### config.mk
export PLATFORM = sky130hd
export DESIGN_NAME = fcc_flow_ctrl
export DESIGN_NICKNAME = d
export VERILOG_FILES = /design/src/common/fcc_pkg.sv /design/src/logic/fcc_flow_ctrl.sv
export VERILOG_INCLUDE_DIRS = /design/src /design/src/common
export SDC_FILE = /design/constraint.sdc
export NUM_CORES = 1
export LEC_CHECK = 0
export ABC_CLOCK_PERIOD_IN_PS = 3100
export BUFFER_PORTS_ARGS = -buffer_cell sky130_fd_sc_hd__buf_2
export CORE_MARGIN = 4
export CORE_UTILIZATION = 35
export DETAILED_ROUTE_END_ITERATION = 16
export PLACE_DENSITY_LB_ADDON = 0.05
export RECOVER_POWER = 25
export SYNTH_ARGS = -nofsm -noshare
export SYNTH_HDL_FRONTEND = slang
export SYNTH_SLANG_ARGS = --single-unit
### constraint.sdc
create_clock -name i_clock -period 3.1 [get_ports i_clock]
set_clock_uncertainty 0.1 [all_clocks]
set_input_delay 0.31 -clock i_clock [delete_from_list [all_inputs] [get_ports i_clock]]
set_output_delay 0.31 -clock i_clock [all_outputs]
set_load 0.02 [all_outputs]
### src/common/fcc_cfg.svh
// offsets, field positions, reset values and response codes for the flow control configuration block
`ifndef FCC_CFG_SVH
`define FCC_CFG_SVH
`define FCC_ADDR_W 4
`define FCC_OFF_CONFIG 4'h0
`define FCC_OFF_STATUS 4'h4
`define FCC_BIT_TX_FC 30
`define FCC_BIT_RX_FC 29
`define FCC_BIT_PFC_TX 26
`define FCC_BIT_PFC_RX 25
`define FCC_BIT_AUTO_XON 20
`define FCC_TX_PRIO_LSB 8
`define FCC_RX_PRIO_LSB 0
`define FCC_WRITABLE_MASK 32'h6610FFFF
`define FCC_RESET_PFC 32'h6010FFFF
`define FCC_RESET_NOPFC 32'h60000000
`define FCC_RESP_OKAY 2'h0
`define FCC_RESP_SLVERR 2'h2
`endif

### src/common/fcc_pkg.sv
// types shared by the flow control configuration block
package fcc_pkg;
  typedef enum logic [1:0] {FCC_WR_IDLE, FCC_WR_RESP} fcc_wr_state_t;
  typedef enum logic [0:0] {FCC_RD_IDLE, FCC_RD_DATA} fcc_rd_state_t;
endpackage

### src/logic/fcc_flow_ctrl.sv
// flow control configuration register with axi4-lite access and pause request gating
`timescale 1ns/1ps
`include "fcc_cfg.svh"
module fcc_flow_ctrl #(
  parameter bit PFC_SUPPORT = 1'b1
) (
  // clock and reset
  input wire logic i_clock,
  input wire logic i_nrst,
  // axi4-lite write address and data
  input wire logic [`FCC_ADDR_W-1:0] i_awaddr,
  input wire logic i_awvalid,
  output logic o_awready,
  input wire logic [31:0] i_wdata,
  input wire logic [3:0] i_wstrb,
  input wire logic i_wvalid,
  output logic o_wready,
  // axi4-lite write response
  output logic [1:0] o_bresp,
  output logic o_bvalid,
  input wire logic i_bready,
  // axi4-lite read
  input wire logic [`FCC_ADDR_W-1:0] i_araddr,
  input wire logic i_arvalid,
  output logic o_arready,
  output logic [31:0] o_rdata,
  output logic [1:0] o_rresp,
  output logic o_rvalid,
  input wire logic i_rready,
  // client pause requests (same clock)
  input wire logic i_pause_request,
  input wire logic [7:0] i_tx_prio_hold_valid,
  // receive side pause detection from the mac receiver (same clock)
  input wire logic i_rx_pause_frame,
  input wire logic i_rx_pfc_frame,
  input wire logic [7:0] i_rx_pfc_quanta_nonzero,
  // actions towards transmitter and client
  output logic o_send_pause,
  output logic o_send_pause_xon,
  output logic o_send_pfc,
  output logic [7:0] o_send_pfc_xon,
  output logic o_tx_hold_off,
  output logic o_forward_pause,
  output logic o_forward_pfc,
  output logic [7:0] o_rx_prio_hold_valid,
  output logic [31:0] o_config
);

  ////////////////////////////////////////////////////////////////////////////
  // state
  typedef struct packed {
    logic [31:0] cfg;
    logic aw_got;
    logic [`FCC_ADDR_W-1:0] aw_addr;
    logic w_got;
    logic [31:0] w_data;
    logic [3:0] w_strb;
    fcc_pkg::fcc_wr_state_t wr_st;
    logic [1:0] bresp;
    fcc_pkg::fcc_rd_state_t rd_st;
    logic [31:0] rdata;
    logic [1:0] rresp;
    logic pause_d;
    logic [7:0] prio_d;
    logic send_pause;
    logic send_xon;
    logic send_pfc;
    logic [7:0] pfc_xon;
    logic hold_off;
    logic fwd_pause;
    logic fwd_pfc;
    logic [7:0] rx_prio;
    logic awready;
    logic wready;
    logic bvalid;
    logic arready;
    logic rvalid;
  } fcc_state_t;

  fcc_state_t st;
  fcc_state_t next_st;
  logic [31:0] reset_cfg;
  logic [31:0] wr_mask;

  // reset value and writable bits depend on pfc support
  assign reset_cfg = PFC_SUPPORT ? `FCC_RESET_PFC : `FCC_RESET_NOPFC;
  assign wr_mask = PFC_SUPPORT ? `FCC_WRITABLE_MASK : (`FCC_WRITABLE_MASK & 32'h60000000);

  ////////////////////////////////////////////////////////////////////////////
  // next state
  always_comb begin
    logic [31:0] strb_bits;
    logic tx_fc;
    logic rx_fc;
    logic pfc_tx;
    logic pfc_rx;
    logic xon;
    logic [7:0] tx_en;
    logic [7:0] rx_en;
    logic [7:0] rise;
    logic [7:0] fall;
    strb_bits = '0;
    next_st = st;
    tx_fc = st.cfg[`FCC_BIT_TX_FC];
    rx_fc = st.cfg[`FCC_BIT_RX_FC];
    pfc_tx = st.cfg[`FCC_BIT_PFC_TX];
    pfc_rx = st.cfg[`FCC_BIT_PFC_RX];
    xon = st.cfg[`FCC_BIT_AUTO_XON];
    tx_en = st.cfg[`FCC_TX_PRIO_LSB +: 8];
    rx_en = st.cfg[`FCC_RX_PRIO_LSB +: 8];
    rise = i_tx_prio_hold_valid & ~st.prio_d;
    fall = ~i_tx_prio_hold_valid & st.prio_d;
    // write channel capture, either order
    if (st.wr_st == fcc_pkg::FCC_WR_IDLE) begin
      if (i_awvalid && !st.aw_got) begin
        next_st.aw_got = 1'b1;
        next_st.aw_addr = i_awaddr;
      end
      if (i_wvalid && !st.w_got) begin
        next_st.w_got = 1'b1;
        next_st.w_data = i_wdata;
        next_st.w_strb = i_wstrb;
      end
      if (st.aw_got && st.w_got) begin
        for (int b = 0; b < 4; b++) begin
          strb_bits[b*8 +: 8] = {8{st.w_strb[b]}};
        end
        if (st.aw_addr == `FCC_OFF_CONFIG) begin
          // reserved bits hold no state
          next_st.cfg = (st.cfg & ~(strb_bits & wr_mask)) | (st.w_data & strb_bits & wr_mask);
          next_st.bresp = `FCC_RESP_OKAY;
        end else if (st.aw_addr == `FCC_OFF_STATUS) begin
          next_st.bresp = `FCC_RESP_OKAY; // read-only, write ignored
        end else begin
          next_st.bresp = `FCC_RESP_SLVERR;
        end
        next_st.aw_got = 1'b0;
        next_st.w_got = 1'b0;
        next_st.wr_st = fcc_pkg::FCC_WR_RESP;
      end
    end else if (i_bready) begin
      next_st.wr_st = fcc_pkg::FCC_WR_IDLE;
    end
    // read channel
    unique case (st.rd_st)
      fcc_pkg::FCC_RD_IDLE: begin
        if (i_arvalid) begin
          next_st.rd_st = fcc_pkg::FCC_RD_DATA;
          next_st.rresp = `FCC_RESP_OKAY;
          if (i_araddr == `FCC_OFF_CONFIG) begin
            next_st.rdata = st.cfg;
          end else if (i_araddr == `FCC_OFF_STATUS) begin
            next_st.rdata = {14'h0000, st.hold_off, st.pause_d, st.prio_d, st.rx_prio};
          end else begin
            next_st.rdata = 32'h00000000;
            next_st.rresp = `FCC_RESP_SLVERR;
          end
        end
      end
      fcc_pkg::FCC_RD_DATA: begin
        if (i_rready) begin
          next_st.rd_st = fcc_pkg::FCC_RD_IDLE;
        end
      end
    endcase
    // standard pause transmit requests
    next_st.pause_d = i_pause_request;
    next_st.send_pause = tx_fc && i_pause_request && !st.pause_d;
    next_st.send_xon = tx_fc && xon && !i_pause_request && st.pause_d;
    // per-priority transmit requests, both edges
    next_st.prio_d = i_tx_prio_hold_valid;
    next_st.send_pfc = pfc_tx && (|((rise | fall) & tx_en));
    next_st.pfc_xon = (pfc_tx && xon) ? (fall & tx_en) : 8'h00;
    // receive side handling
    next_st.hold_off = rx_fc && i_rx_pause_frame;
    next_st.fwd_pause = !rx_fc && i_rx_pause_frame;
    next_st.fwd_pfc = !pfc_rx && i_rx_pfc_frame;
    if (pfc_rx && i_rx_pfc_frame) begin
      next_st.rx_prio = i_rx_pfc_quanta_nonzero & rx_en;
    end
    next_st.rx_prio = next_st.rx_prio & rx_en & {8{pfc_rx}};
    // handshake outputs registered from the next state, so no output is decoded
    next_st.awready = (next_st.wr_st == fcc_pkg::FCC_WR_IDLE) && !next_st.aw_got;
    next_st.wready = (next_st.wr_st == fcc_pkg::FCC_WR_IDLE) && !next_st.w_got;
    next_st.bvalid = (next_st.wr_st == fcc_pkg::FCC_WR_RESP);
    next_st.arready = (next_st.rd_st == fcc_pkg::FCC_RD_IDLE);
    next_st.rvalid = (next_st.rd_st == fcc_pkg::FCC_RD_DATA);
  end

  ////////////////////////////////////////////////////////////////////////////
  // state register
  always_ff @(posedge i_clock) begin
    if (!i_nrst) begin
      st <= '0;
      st.cfg <= reset_cfg;
      // both channels idle, so every ready leaves reset high
      st.awready <= 1'b1;
      st.wready <= 1'b1;
      st.arready <= 1'b1;
    end else begin
      st <= next_st;
    end
  end

  ////////////////////////////////////////////////////////////////////////////
  // outputs
  assign o_awready = st.awready;
  assign o_wready = st.wready;
  assign o_bvalid = st.bvalid;
  assign o_bresp = st.bresp;
  assign o_arready = st.arready;
  assign o_rvalid = st.rvalid;
  assign o_rdata = st.rdata;
  assign o_rresp = st.rresp;
  assign o_send_pause = st.send_pause;
  assign o_send_pause_xon = st.send_xon;
  assign o_send_pfc = st.send_pfc;
  assign o_send_pfc_xon = st.pfc_xon;
  assign o_tx_hold_off = st.hold_off;
  assign o_forward_pause = st.fwd_pause;
  assign o_forward_pfc = st.fwd_pfc;
  assign o_rx_prio_hold_valid = st.rx_prio;
  assign o_config = st.cfg;
endmodule // fcc_flow_ctrl

==> run metrics <==
most frequent cells in the layout=buf_2 (121), dfxtp_1 (115), nand2_1 (81), a21boi_0 (31), conb_1 (22); mean area per synthesized cell=9.39 um2; share of cells above drive strength 1=0.301; Syn Inst Count=571; gr usage total=0.151; status=complete, no violations; mapped cell area=5360 um2; area grow syn2layout=15.6%; Arrival @ worst endpoint=2.28 ns; multiplexer share of the synthesized area=0.0597; final hold slack=0.0280 ns; IO Pins=165; Post-CTS Setup Inserts=0; critical path class=input pin to flip-flop; Synth Area in Simple Gates=0.200; RSZ-0062 raised after global routing=no; main combinational cell family by area after synthesis=simple AND/OR/NAND/NOR gates; Static Leak=2.68 nW; sequential fraction of the synthesis area=0.429; total number of vias=3904; # fillers=1511; initial antenna violation count=0; Die W=132 um; CTS buffer count=17; max-cap violations=0; Die H=132 um; Initial Utilization=0.363; Synth Area in XOR/XNOR=0; DRT iter0 DRCs=246; core region area=14800 um2; drt pass-1 iters=4; CTS tree=yes; fmax=0.481 GHz; critical path peak fanout=31; first-pass GRT wire length=21200 um; post-DP HPWL=9370 um; Final Max Slew Viols=0; vias in the first global route=3986; hold bufs inserted after CTS=4; n_diodes=0; Final setup violation count=0; FF+latch count, synth=115; Period Utilization, post-route=0.670; Most used DFF post-synth=dfxtp_1; Clock Power Share=0.505; switching share of power=0.236; Sequential Power Share=0.405; Site Rows=44; H-tree depth=4; Root Buffer=clkbuf_16; post_cts resized=0; final instance count without filler cells=831; Hold Vio Cnt, Final=0; most frequent CP cell=clkbuf_1; Post-synth EDFFs=0; Gate power share=0.090; post-route DRC violation count=0; Synth cell types=43; placed insts=795; Slew @ Worst Pin=1.34 ns; Synth Area in Compound Gates=0.126; Setup TNS=0 ns; peak supply drop=0.399 mV; power per cell area=626 nW/um2; largest net degree at the start of global routing=37; Slew HR=0.107; ys async rst share=0; Detail Route Antenna Nets=0; CP max stage cell=clkbuf_1; Synth Area in Adders=0.0187; net switching power=915 uW; gr ovfl total=0; CP Launch Type=input pin; Total Nets Final=712; Critical Path, Cell by Cell=clkbuf_1 > clkbuf_1 > o211a_1 > inv_1; total die area=17400 um2; internal power=2.96 mW; Tmin final=2.08 ns; max incr delay on CP=0.95 ns; IO Port Bufs=131; Hold Path Class=input pin to flip-flop; clock edge transition at the registers on the reported setup and hold paths=0.05 ns; final WL=12900 um; Util after Layout=0.420; critical path endpoint category=flip-flop; wire per inst=15.5 um; clk buf depth=2; most common cell after layout, fill and taps aside=buf_2; later-pin clock latency in the skew report=0.41 ns; vias per inst=4.70; Sinks on Clock Net=115; CP required=3.30 ns; gpl congestion=0.770; Synth warnings=0
[path summary, 6_finish.rpt]
path / start / end / slack (ns) / depth (start not counted)
min reg2reg: st[82] / st[82] / 0.35 / 2
min: i_tx_prio_hold_valid[0] / st[27] / 0.03 / 2
max reg2reg: st[115] / flip-flop / 1.21 / 3
max: i_nrst / o_arready / 1.02 / 4
[routing by layer]
| metal | vias to the layer above | global-route usage | routed length (um) |
|---|---|---|---|
| li1 | 1989 | - | - |
| met1 | 1789 | 0.196 | 6220 |
| met2 | 114 | 0.235 | 5780 |
| met3 | 12 | 0.0492 | 729 |
| met4 | 0 | 0.0560 | 140 |
| met5 | - | 0 | 0 |
[logic make-up (layout without fill, tap and decap cells)]
| family | after synthesis | in the layout |
|---|---|---|
| AOI/OAI and AO/OA | 97 | 97 |
| other | 1 | 22 |
| adders and majority gates | 8 | 8 |
| muxes | 30 | 30 |
| and+or+nand+nor | 182 | 182 |
| buffers and inverters | 138 | 193 |
| DFF | 115 | 115 |
[critical path: cells and delay by family]
kind	cells	cell delay, ns
buffers and inverters	3	1.68
AO/OA/AOI/OAI	1	0.27
[cell usage after synthesis (9+ instances only)]
master    number  area (um2)
mux2_2        16         180
a21boi_1      22         165
a31oi_1       14        87.6
nor3b_1        9        67.6
and2_1         9        56.3
mux2i_1       14         140
inv_1         19        71.3
a21boi_0      30         225
buf_2         12        60.1
o21ai_1       14        70.1
nand2_1       81         304
buf_4         86         646
nor4_2        11         138
clkbuf_1      18        67.6
nand3_1       21         105
and3_1        11        68.8
dfxtp_1      115        2300
[per-stage QoR]
stage | total power [mW] | cell area [um2] | worst slack, ns
4_1_cts | 3.94 | 6210 | 1.18
3_3_place_gp | 1.95 | 5570 | 1.23
6_report | 3.88 | 6200 | 1.02
5_1_grt | 4.05 | 6200 | 0.771
2_1_floorplan | 1.89 | 5440 | 1.52
3_5_place_dp | 1.95 | 5570 | 1.20
[cell type report]
| cell class | count | area (um2) | area share |
|---|---|---|---|
| flip-flops and latches | 115 | 2300 | 0.371 |
| multi-input cells | 339 | 2250 | 0.364 |
| well taps | 184 | 230 | 0.0371 |
| clock buffers | 23 | 508 | 0.0820 |
| clock inverters | 9 | 100 | 0.0161 |
| repair buffers | 142 | 732 | 0.118 |
| inverters | 19 | 71.3 | 0.0115 |
[power groups by stage]
stage	sequential [mW]	clock, mW	combinational, mW
floorplan	1.60	0	0.288
CTS	1.57	2.02	0.356
global placement	1.60	0	0.347
global route	1.58	2.09	0.390
detailed placement	1.60	0	0.350
finish	1.57	1.96	0.351
No activity file was read; power rests on OpenSTA's default activity.
